File: src/logic/ptid_pkg.sv
// constants for one inbound address window of the bus bridge
// assumes a single clk_sys domain; straps arrive from pins
// Operation
// - claim only while enabled, hit and space match
// - size code picks window of 64K times two^code
// - compare selected upper lines against base field
// - translated lines replace compared ones, low pass
// - port width and user code go out
// - flip bit inverts global byte order
// - space bit: 0 memory, 1 I/O
// - post only memory writes with posting allowed
// - eeprom load sets size/space, read-only
// - without eeprom size/space zero and writable
// - hold strap high keeps size/space writable
// - config base enabled by eeprom bit or strap
// - enabled config base makes base read-only mirror
// - otherwise base field plain read/write
// - writable base reads zero after pci reset
// - translate field always plain read/write
package ptid_pkg;
	localparam logic [11:0] ptid_off_ctl = 12'h100;
	localparam logic [11:0] ptid_off_add = 12'h104;
	localparam int ptid_bit_en = 31;
	localparam int ptid_pos_size = 24;
	localparam int ptid_bit_prefetch = 23;
	localparam int ptid_bit_burst = 22;
	localparam int ptid_bit_flip = 19;
	localparam int ptid_pos_code = 12;
	localparam int ptid_pos_width = 10;
	localparam int ptid_bit_post = 7;
	localparam int ptid_bit_space = 6;
	localparam int ptid_pos_base = 16;
	localparam int ptid_pos_xlat = 0;
	localparam logic [3:0] ptid_rst_size = 4'h0;
	localparam logic ptid_rst_space = 1'b0;
	localparam logic [15:0] ptid_rst_base = 16'h0000;
	localparam logic [15:0] ptid_rst_xlat = 16'h0000;
	localparam logic [3:0] ptid_rst_code = 4'h0;
	localparam logic [1:0] ptid_rst_width = 2'h0;
	localparam logic [1:0] ptid_width_32 = 2'h0;
	localparam logic [1:0] ptid_width_8 = 2'h1;
	localparam logic [1:0] ptid_width_16 = 2'h2;
endpackage

File: src/logic/ptid_target_image.sv
// one inbound window: registers, strap capture and address decode
// assumes register strobes and eeprom/config inputs come from clk_sys logic
`timescale 1ns/1ps
module ptid_target_image (
	// clock and resets
	input wire logic clk_sys,
	input wire logic nrst,
	input wire logic pci_rst_n,
	// power-up pins
	input wire logic host_bus_hold_strap,
	input wire logic eeprom_present_strap,
	// eeprom loader
	input wire logic ee_load,
	input wire logic [3:0] ee_size_code,
	input wire logic ee_space,
	input wire logic ee_cfg_base_on,
	// pci configuration base register
	input wire logic [15:0] config_base_reg0,
	input wire logic config_base_space,
	// global setting
	input wire logic global_byte_order,
	// register port
	input wire logic reg_wr,
	input wire logic reg_rd,
	input wire logic [11:0] reg_addr,
	input wire logic [31:0] reg_wdata,
	output logic [31:0] reg_rdata,
	// pci address phase
	input wire logic pci_addr_valid,
	input wire logic [31:0] pci_addr,
	input wire logic pci_io,
	input wire logic pci_write,
	// local bus request
	output logic dec_valid,
	output logic dec_hit,
	output logic [31:0] lb_addr,
	output logic [1:0] lb_width,
	output logic [3:0] lb_txn_code,
	output logic lb_byte_order,
	output logic lb_post,
	output logic lb_prefetch,
	output logic lb_burst,
	// status
	output logic cfg_base_enabled
);
	logic hold_s1, hold_s2, pres_s1, pres_s2;
	logic hold_latched, pres_latched;
	logic enable, prefetch_allow, burst_write_allow, byte_order_flip;
	logic [3:0] user_txn_code;
	logic [1:0] target_port_width;
	logic posting_allow;
	logic [15:0] window_translate;
	logic [3:0] window_size_code;
	logic space_reg;
	logic ee_loaded;
	logic [15:0] base_reg;

	wire logic sel_ctl, sel_add, wr_ctl, wr_add;
	wire logic size_writable;
	wire logic space_select;
	wire logic [15:0] base_eff;
	wire logic in_window, claim;
	wire logic [31:0] xlat_addr;
	wire logic [31:0] ctl_word, add_word;

	// pins pass two flops before anything looks at them
	always_ff @(posedge clk_sys or negedge nrst) begin
		if (!nrst) begin
			hold_s1 <= 1'b0;
			hold_s2 <= 1'b0;
			pres_s1 <= 1'b0;
			pres_s2 <= 1'b0;
		end else begin
			hold_s1 <= host_bus_hold_strap;
			hold_s2 <= hold_s1;
			pres_s1 <= eeprom_present_strap;
			pres_s2 <= pres_s1;
		end
	end

	// straps follow the pin while pci reset is low, freeze at release
	always_ff @(posedge clk_sys) begin
		if (!pci_rst_n) begin
			hold_latched <= hold_s2;
			pres_latched <= pres_s2;
		end
	end

	assign sel_ctl = reg_addr == ptid_pkg::ptid_off_ctl;
	assign sel_add = reg_addr == ptid_pkg::ptid_off_add;
	assign wr_ctl = reg_wr && sel_ctl;
	assign wr_add = reg_wr && sel_add;

	// eeprom bit only counts with an eeprom fitted
	assign cfg_base_enabled = (ee_cfg_base_on && pres_latched)
		|| hold_latched;
	assign size_writable = !ee_loaded || hold_latched;
	// a loaded space bit tracks the config register unless the hold strap is latched
	assign space_select = (ee_loaded && !hold_latched) ?
		config_base_space : space_reg;
	assign base_eff = cfg_base_enabled ? config_base_reg0 : base_reg;

	// attributes on the global reset
	always_ff @(posedge clk_sys or negedge nrst) begin
		if (!nrst) begin
			enable <= 1'b0;
			prefetch_allow <= 1'b0;
			burst_write_allow <= 1'b0;
			byte_order_flip <= 1'b0;
			user_txn_code <= ptid_pkg::ptid_rst_code;
			target_port_width <= ptid_pkg::ptid_rst_width;
			posting_allow <= 1'b0;
		end else if (wr_ctl) begin
			enable <= reg_wdata[ptid_pkg::ptid_bit_en];
			prefetch_allow <= reg_wdata[ptid_pkg::ptid_bit_prefetch];
			burst_write_allow <= reg_wdata[ptid_pkg::ptid_bit_burst];
			byte_order_flip <= reg_wdata[ptid_pkg::ptid_bit_flip];
			user_txn_code <= reg_wdata[ptid_pkg::ptid_pos_code +: 4];
			target_port_width <= reg_wdata[ptid_pkg::ptid_pos_width +: 2];
			posting_allow <= reg_wdata[ptid_pkg::ptid_bit_post];
		end
	end

	always_ff @(posedge clk_sys or negedge nrst) begin
		if (!nrst)
			window_translate <= ptid_pkg::ptid_rst_xlat;
		else if (wr_add)
			window_translate <= reg_wdata[ptid_pkg::ptid_pos_xlat +: 16];
	end

	// size, space and base live on the pci reset
	always_ff @(posedge clk_sys or negedge pci_rst_n) begin
		if (!pci_rst_n) begin
			window_size_code <= ptid_pkg::ptid_rst_size;
			space_reg <= ptid_pkg::ptid_rst_space;
			ee_loaded <= 1'b0;
		end else if (ee_load && pres_latched) begin
			window_size_code <= ee_size_code;
			space_reg <= ee_space;
			ee_loaded <= 1'b1;
		end else if (wr_ctl && size_writable) begin
			window_size_code <= reg_wdata[ptid_pkg::ptid_pos_size +: 4];
			space_reg <= reg_wdata[ptid_pkg::ptid_bit_space];
		end
	end

	always_ff @(posedge clk_sys or negedge pci_rst_n) begin
		if (!pci_rst_n)
			base_reg <= ptid_pkg::ptid_rst_base;
		else if (wr_add && !cfg_base_enabled)
			base_reg <= reg_wdata[ptid_pkg::ptid_pos_base +: 16];
	end

	// reserved bits read zero
	assign ctl_word = ({31'h0, enable} << ptid_pkg::ptid_bit_en)
		| ({28'h0, window_size_code} << ptid_pkg::ptid_pos_size)
		| ({31'h0, prefetch_allow} << ptid_pkg::ptid_bit_prefetch)
		| ({31'h0, burst_write_allow} << ptid_pkg::ptid_bit_burst)
		| ({31'h0, byte_order_flip} << ptid_pkg::ptid_bit_flip)
		| ({28'h0, user_txn_code} << ptid_pkg::ptid_pos_code)
		| ({30'h0, target_port_width} << ptid_pkg::ptid_pos_width)
		| ({31'h0, posting_allow} << ptid_pkg::ptid_bit_post)
		| ({31'h0, space_select} << ptid_pkg::ptid_bit_space);
	assign add_word = {base_eff, window_translate};

	always_ff @(posedge clk_sys or negedge nrst) begin
		if (!nrst)
			reg_rdata <= 32'h0;
		else if (reg_rd)
			reg_rdata <= sel_ctl ? ctl_word : (sel_add ? add_word : 32'h0);
	end

	ptid_window_match #(.HI_W(16)) u_match (
		.addr(pci_addr),
		.size_code(window_size_code),
		.base(base_eff),
		.xlat(window_translate),
		.in_window(in_window),
		.out_addr(xlat_addr)
	);

	// space bit picks memory or i/o cycles
	assign claim = enable && in_window && (pci_io == space_select);

	// outputs other than dec_valid held until the next address phase
	always_ff @(posedge clk_sys or negedge nrst) begin
		if (!nrst) begin
			dec_valid <= 1'b0;
			dec_hit <= 1'b0;
			lb_addr <= 32'h0;
			lb_width <= ptid_pkg::ptid_width_32;
			lb_txn_code <= 4'h0;
			lb_byte_order <= 1'b0;
			lb_post <= 1'b0;
			lb_prefetch <= 1'b0;
			lb_burst <= 1'b0;
		end else begin
			dec_valid <= pci_addr_valid;
			if (pci_addr_valid) begin
				dec_hit <= claim;
				lb_addr <= xlat_addr;
				lb_width <= target_port_width;
				lb_txn_code <= user_txn_code;
				lb_byte_order <= global_byte_order ^ byte_order_flip;
				// i/o writes are never posted
				lb_post <= claim && pci_write && !pci_io && posting_allow;
				lb_prefetch <= claim && !pci_write && prefetch_allow;
				lb_burst <= claim && pci_write && burst_write_allow;
			end
		end
	end

	// second model of the window, kept apart from the match module
	wire logic [15:0] chk_mask;
	wire logic chk_match;
	wire logic [15:0] chk_upper;
	assign chk_mask = 16'hffff << window_size_code;
	assign chk_match = ((pci_addr[31:16] ^ base_eff) & chk_mask) == 16'h0;
	assign chk_upper = (window_translate & chk_mask)
		| (pci_addr[31:16] & ~chk_mask);
endmodule

File: src/logic/ptid_window_match.sv
// window compare and address substitution for one image
// assumes all inputs are stable in the same cycle; purely combinational
`timescale 1ns/1ps
module ptid_window_match #(
	parameter int HI_W = 16
) (
	// address phase
	input wire logic [31:0] addr,
	// window settings
	input wire logic [3:0] size_code,
	input wire logic [HI_W-1:0] base,
	input wire logic [HI_W-1:0] xlat,
	// results
	output logic in_window,
	output logic [31:0] out_addr
);
	wire logic [HI_W-1:0] mask;
	wire logic [HI_W-1:0] upper;
	wire logic [HI_W-1:0] new_upper;

	// each code step drops one low line from the compare
	assign mask = {HI_W{1'b1}} << size_code;
	assign upper = addr[31:32-HI_W];
	assign in_window = ((upper ^ base) & mask) == '0;
	// the same mask picks the replaced lines
	assign new_upper = (xlat & mask) | (upper & ~mask);
	assign out_addr = {new_upper, addr[31-HI_W:0]};
endmodule
File: config.mk
export PLATFORM = sky130hd
export DESIGN_NAME = ptid_target_image
export DESIGN_NICKNAME = d
export VERILOG_FILES = /design/src/logic/ptid_pkg.sv /design/src/logic/ptid_target_image.sv /design/src/logic/ptid_window_match.sv
export SDC_FILE = /design/constraint.sdc
export NUM_CORES = 1
export LEC_CHECK = 0
export BUFFER_PORTS_ARGS = -buffer_cell sky130_fd_sc_hd__buf_2
export CAP_MARGIN = 5
export CORE_ASPECT_RATIO = 0.5
export CORE_MARGIN = 5
export CORE_UTILIZATION = 25
export CTS_CLUSTER_SIZE = 25
export DETAILED_ROUTE_END_ITERATION = 12
export GPL_TIMING_DRIVEN = 0
export PLACE_DENSITY = 0.44
export SLEW_MARGIN = 5
export SYNTH_ARGS = -nofsm -noshare
export SYNTH_HDL_FRONTEND = slang
export SYNTH_SLANG_ARGS = --single-unit
File: constraint.sdc
create_clock -name clk_sys -period 4.1 [get_ports clk_sys]
set_clock_uncertainty 0.05 [all_clocks]
set_input_delay 0.41 -clock clk_sys [delete_from_list [all_inputs] [get_ports clk_sys]]
set_output_delay 0.41 -clock clk_sys [all_outputs]
set_load 0.01 [all_outputs]
Word level (Yosys, flattened, before mapping)
Index checks and enable logic that the tools add are counted.

operators by class
  equality and inequality tests = 3
  shift-type cells = 1
  mux-type cells = 8
  bitwise logic cells = 15
  reductions and logical operators = 24

operators by type and width
  operator                                                                number
  32-bit two-way mux                                                      2
  16-bit AND                                                              3
  32-bit by 12-bit bitwise OR with 32-bit output                          1
  32-bit by 16-bit bitwise OR with 32-bit output                          1
  32-bit by 20-bit bitwise OR with 32-bit output                          1
  32-bit by 23-bit bitwise OR with 32-bit output                          1
  32-bit by 24-bit bitwise OR with 32-bit output                          1
  32-bit by 28-bit bitwise OR with 32-bit output                          1
  32-bit by 7-bit bitwise OR with 32-bit output                           1
  32-bit by 8-bit bitwise OR with 32-bit output                           1
  12-bit by 9-bit equality test with 1-bit output, second input constant  2
  16-bit zero test                                                        1
  16-bit two-way mux                                                      1
  16-bit inverter                                                         1
  16-bit bitwise OR                                                       1
  16-bit by 4-bit << shifter with 16-bit output, first input constant     1
  16-bit bitwise XOR                                                      1
  1-bit logical AND                                                       15
  4-bit two-way mux                                                       2
  1-bit zero test                                                         5
  1-bit two-way mux                                                       3
  1-bit logical OR                                                        2
  2-bit nonzero test                                                      1
  1-bit equality test                                                     1
  1-bit bitwise XOR                                                       1

word-level totals
  register bits after elaboration = 131
  bits of input ports = 111
  output and inout bits = 77
  word-level logic and storage cells = 79

Logic depth before layout (Yosys ltp)
  depth in word-level cells = 11
  gate-level depth with buffers = 8
  gate-level depth less buffers = 6

Cells and area by module
From an unflattened synthesis, not the netlist that was laid out.

second synthesis, totals
  cells, all modules = 504
  area total of the unflattened synthesis = 6062.1 um^2

modules (own cells, without submodules)
  module             instances  cells an instance  area an instance (um^2)  seq. area each (um^2)
  ptid_target_image  1          415                5382.7                   3288.2
  ptid_window_match  1          89                 679.4                    0.0

Worst setup path after synthesis
No wires, ideal clock.

  path kind = input-to-reg
  start = input port reg_addr[4]
  end = register base_reg[10]
  library setup time = 0.125 ns
  data arrival time = 1.995 ns
  data required time = 3.925 ns
  setup slack = 1.930 ns
  stages = 7
  path buffers = 2
  cell sequence = or4_4 -> nor3_2 -> and3_1 -> buf_6 -> nand2_8 -> buf_12 -> mux2_4

between the ends
  cells in the longest elaborated chain, start to end = 3

ends and longest elaborated chain
  what                                             line                      source
  start: declaration                               ptid_target_image.sv:25   input wire logic [11:0] reg_addr,
  12-bit by 9-bit equality test with 1-bit output  ptid_target_image.sv:90   assign sel_add = reg_addr == ptid_pkg::ptid_off_add;
  1-bit logical AND                                ptid_target_image.sv:92   assign wr_add = reg_wr && sel_add;
  1-bit logical AND                                ptid_target_image.sv:150  else if (wr_add && !cfg_base_enabled)
  end signal: assignment                           ptid_target_image.sv:149  base_reg <= ptid_pkg::ptid_rst_base;
  end signal: assignment                           ptid_target_image.sv:151  base_reg <= reg_wdata[ptid_pkg::ptid_pos_base +: 16];
  end: declaration                                 ptid_target_image.sv:56   logic [15:0] base_reg;

Every way passes these cells.
A chain may end at the register's enable or synchronous reset.

Worst setup path in the final report
  start = register pres_latched
  end = register lb_burst

between the ends
  cells in the longest elaborated chain, start to end = 10

ends and longest elaborated chain
  what                            line                      source
  start: declaration              ptid_target_image.sv:47   logic hold_latched, pres_latched;
  start signal: assignment        ptid_target_image.sv:85   pres_latched <= pres_s2;
  1-bit logical AND               ptid_target_image.sv:95   assign cfg_base_enabled = (ee_cfg_base_on && pres_latched)
  1-bit logical OR                ptid_target_image.sv:96   || hold_latched;
  16-bit two-way mux              ptid_target_image.sv:101  assign base_eff = cfg_base_enabled ? config_base_reg0 : base_reg;
  16-bit bitwise XOR              ptid_window_match.sv:24   assign in_window = ((upper ^ base) & mask) == '0;
  16-bit AND                      --
  16-bit zero test                --
  1-bit logical AND (2 in a row)  ptid_target_image.sv:183  assign claim = enable && in_window && (pci_io == space_select);
  1-bit logical AND (2 in a row)  ptid_target_image.sv:208  lb_burst <= claim && pci_write && burst_write_allow;
  end signal: assignment          ptid_target_image.sv:208
  end: declaration                ptid_target_image.sv:42   output logic lb_burst,

Every way passes these cells.

==> summary.txt <==
Global route
  • Total Routing Usage GR: 14.6%
  • Grt total ovfl: 0
  • Vias in the first global route: a little under 5000
  • Pin count of the biggest net entering global routing: between 70 and 80
  • Antenna violations before repair: 2
  • First-pass GRT wire length: roughly 29000 um

Clocking
  • Num CTS Buffers: 17
  • TritonCTS clock tree: built
  • Clock slew seen by the registers of the worst setup and hold paths: approximately 60 ps
  • CTS HTree Levels: 4
  • Clock root buffer: clkbuf_16
  • Number of buffers on the longest clock path: 2
  • CTS sink cnt: about 130
  • Worst skew pair latency: 420 ps

Cells and area
  • Final nets: 820
  • Final non-filler cell total: between 1000 and 1500
  • Regs by FF count: lb_addr (32), reg_rdata (32)
  • Most common cell after layout, fill and taps aside: buf_2
  • Area growth syn-to-layout: 33.2%
  • Share of cells above drive strength 1: 42.7%
  • Commonest non-fill, non-tap cells in the layout: buf_2, dfrtp_1, nand2_1

Detailed routing
  • Avg Vias per Cell: about 4.3
  • WL per Instance: roughly 19 um
  • DRT Wirelength: ~19000 um
  • Antenna viol nets, final: 0
  • DRC: 0
  • Iteration-0 DRC Markers: approximately 230
  • Vias post-DR: approximately 4400
  • First drt pass iteration count: 4

Floorplanning
  • # rows: 39
  • Initial Util: between 20% and 30%
  • Die Height: between 100 and 150 um
  • Core Footprint: roughly 0.023 mm^2
  • Die area: around 0.027 mm^2
  • Die width: around 230 um
  • Io pins: between 150 and 200

STA
  • Worst slew margin: 53.2%
  • Fin crit share: about two thirds
  • Max Transition Viols Final: 0
  • Final Setup Violations: 0
  • Final hold vios: 0
  • Hold WS: 39.4 ps
  • RSZ-0062 raised after global routing: false
  • Min Clock Period, post-route: 2730 ps
  • Fin Setup TNS: 0 ps
  • F_max: ~370 MHz
  • Actual slew at the worst max-slew pin: roughly 700 ps

Worst setup path
  • Critical Path RT: 4370 ps
  • Worst Setup Path Type: flip-flop to flip-flop
  • Most used cell, CP: mux2i_1
  • Worst path bufs/invs: 2
  • Max stage delay cell, worst path: mux2i_1
  • CP arrival: ~3000 ps
  • Critical Path, Cell by Cell: a21oi_2 -> buf_6 -> buf_12 -> mux2i_1 -> mux2i_1 -> a221oi_1 -> nand4_1 -> o32ai_1
  • Startpoint Class: flip-flop
  • Crit path max-delay family: compound AO/OA/AOI/OAI gates
  • Critical Path Fanout Max: 10
  • Max incr delay on CP: about 520 ps
  • Worst Setup End Kind: flip-flop

Synthesis
  • Syn avg cell area: about 12 um^2
  • Syn nets: 611
  • Post-synth EDFFs: 2
  • Seq/Total Area, Yosys: between 50% and 60%
  • Gate Count Post-Synth: 500
  • Primary FF master, synth: dfrtp_1
  • Yosys warns: 0
  • Yosys cell types: 46
  • Flops & latches, synth: 131
  • Post-synthesis async set-or-reset flop share: between 90% and 100%
  • Mapped Area: slightly below 0.006 mm^2

Flow run
  • Max cap viols: 0

Placed design
  • Buffers added on ports: approximately 190
  • DP HPWL: 14900 um
  • Routability cong.: between 0.7 and 0.8
  • Cell total after placement: around 1000

Min path
  • Worst min path class: input port to flip-flop

Pwr
  • Worst IR Drop VDD: around 0.18 mV
  • Static Leakage: roughly 4 nW
  • Pwr dens: around 420 mW/mm^2

Run status
  • Status: finished, final reports clean
## per-stage QoR
step / utilization (%) / setup slack, ps / area, um^2 / total power, W
floorplan: - / 1930 / 5920 / 0.00161
global placement: 31.4 / 1090 / 7240 / 0.00181
detailed placement: 31.5 / 1290 / 7280 / 0.00182
CTS: 34.1 / 1360 / 7880 / 0.00336
global route: 34.2 / 1260 / 7890 / 0.00346
finish: 34.2 / 1370 / 7890 / 0.00330
## path summary, 6_finish.rpt
check,startpoint,to,slack (ps),cells past startpoint
hold / removal,host_bus_hold_strap,hold_s1,40,1
max in group asynchronous,nrst,reg_rdata[21],2900,3
min in group asynchronous,nrst,lb_addr[10],410,2
setup / recovery,pres_latched,lb_burst,1370,8
hold reg to reg,pres_s1,pres_s2,300,0
setup reg to reg,pres_latched,lb_burst,1370,8
## cell usage after synthesis, drive strengths merged, types with 2 or more instances
cell / number / area (um^2)
a2111oi: 2 / 30.0
a21oi: 19 / 98.9
a22oi: 3 / 22.5
and3: 2 / 12.5
buf: 15 / 120
clkbuf: 14 / 52.6
dfrtp: 129 / 3230
edfxtp: 2 / 60.1
inv: 24 / 90.1
mux2: 67 / 830
mux2i: 40 / 400
nand2: 65 / 263
nand2b: 4 / 25.0
nand3: 4 / 25.0
nand4: 3 / 18.8
nor2: 21 / 78.8
nor3: 2 / 15.0
nor4: 2 / 27.5
o21ai: 42 / 210
o22ai: 10 / 62.6
o32ai: 2 / 17.5
or4: 2 / 22.5
xnor2: 15 / 131
## what timing repair did
item                                    in CTS  in global routing
gates resized for setup                      0                  0
hold buffers                                 2                  0
endpoints found under the setup margin       0                  0
setup buffers                                0                  0
hold endpoints to repair                    54                  0
## layout make-up
class,count,area (um^2)
antenna,2,5.00
buffer,29,173
clock buffer,17,425
clock inverter,15,160
fill,2374,15200
inverter,24,90.1
multi-input combinational,316,2370
sequential,131,3290
tap,307,384
timing repair buffer,190,990
## layer usage
layer  share of wire, %  GRT usage (%)  wire (um)
met1                 45           19.0       8720
met5                  0              0          0
met4                1.1           3.51        209
met2                 50           24.6       9720
met3                3.2           3.74        616
## cell families after synthesis
group,count (synthesis),share of synthesized area (%)
buffers and inverters,53,4.44
flip-flops,131,55.5
XOR/XNOR,15,2.22
AND/OR/NAND/NOR,109,8.71
AO/OA/AOI/OAI,85,8.35
multiplexers,107,20.8
## worst register-to-register path, stage by stage, from the launching register on
cell      delay [ps]
edfxtp_1         420
a21oi_2          170
buf_6            200
buf_12           180
mux2i_1          520
mux2i_1          150
a221oi_1         300
nand4_1          290
o32ai_1          350
## power by group
group	internal, W	switching [W]
Sequential	0.00135	0.0000281
Clock	0.000899	0.000615
Combinational	0.000171	0.000239
Total	0.00242	0.000882
Note: power is estimated with default switching activity, not from simulation.
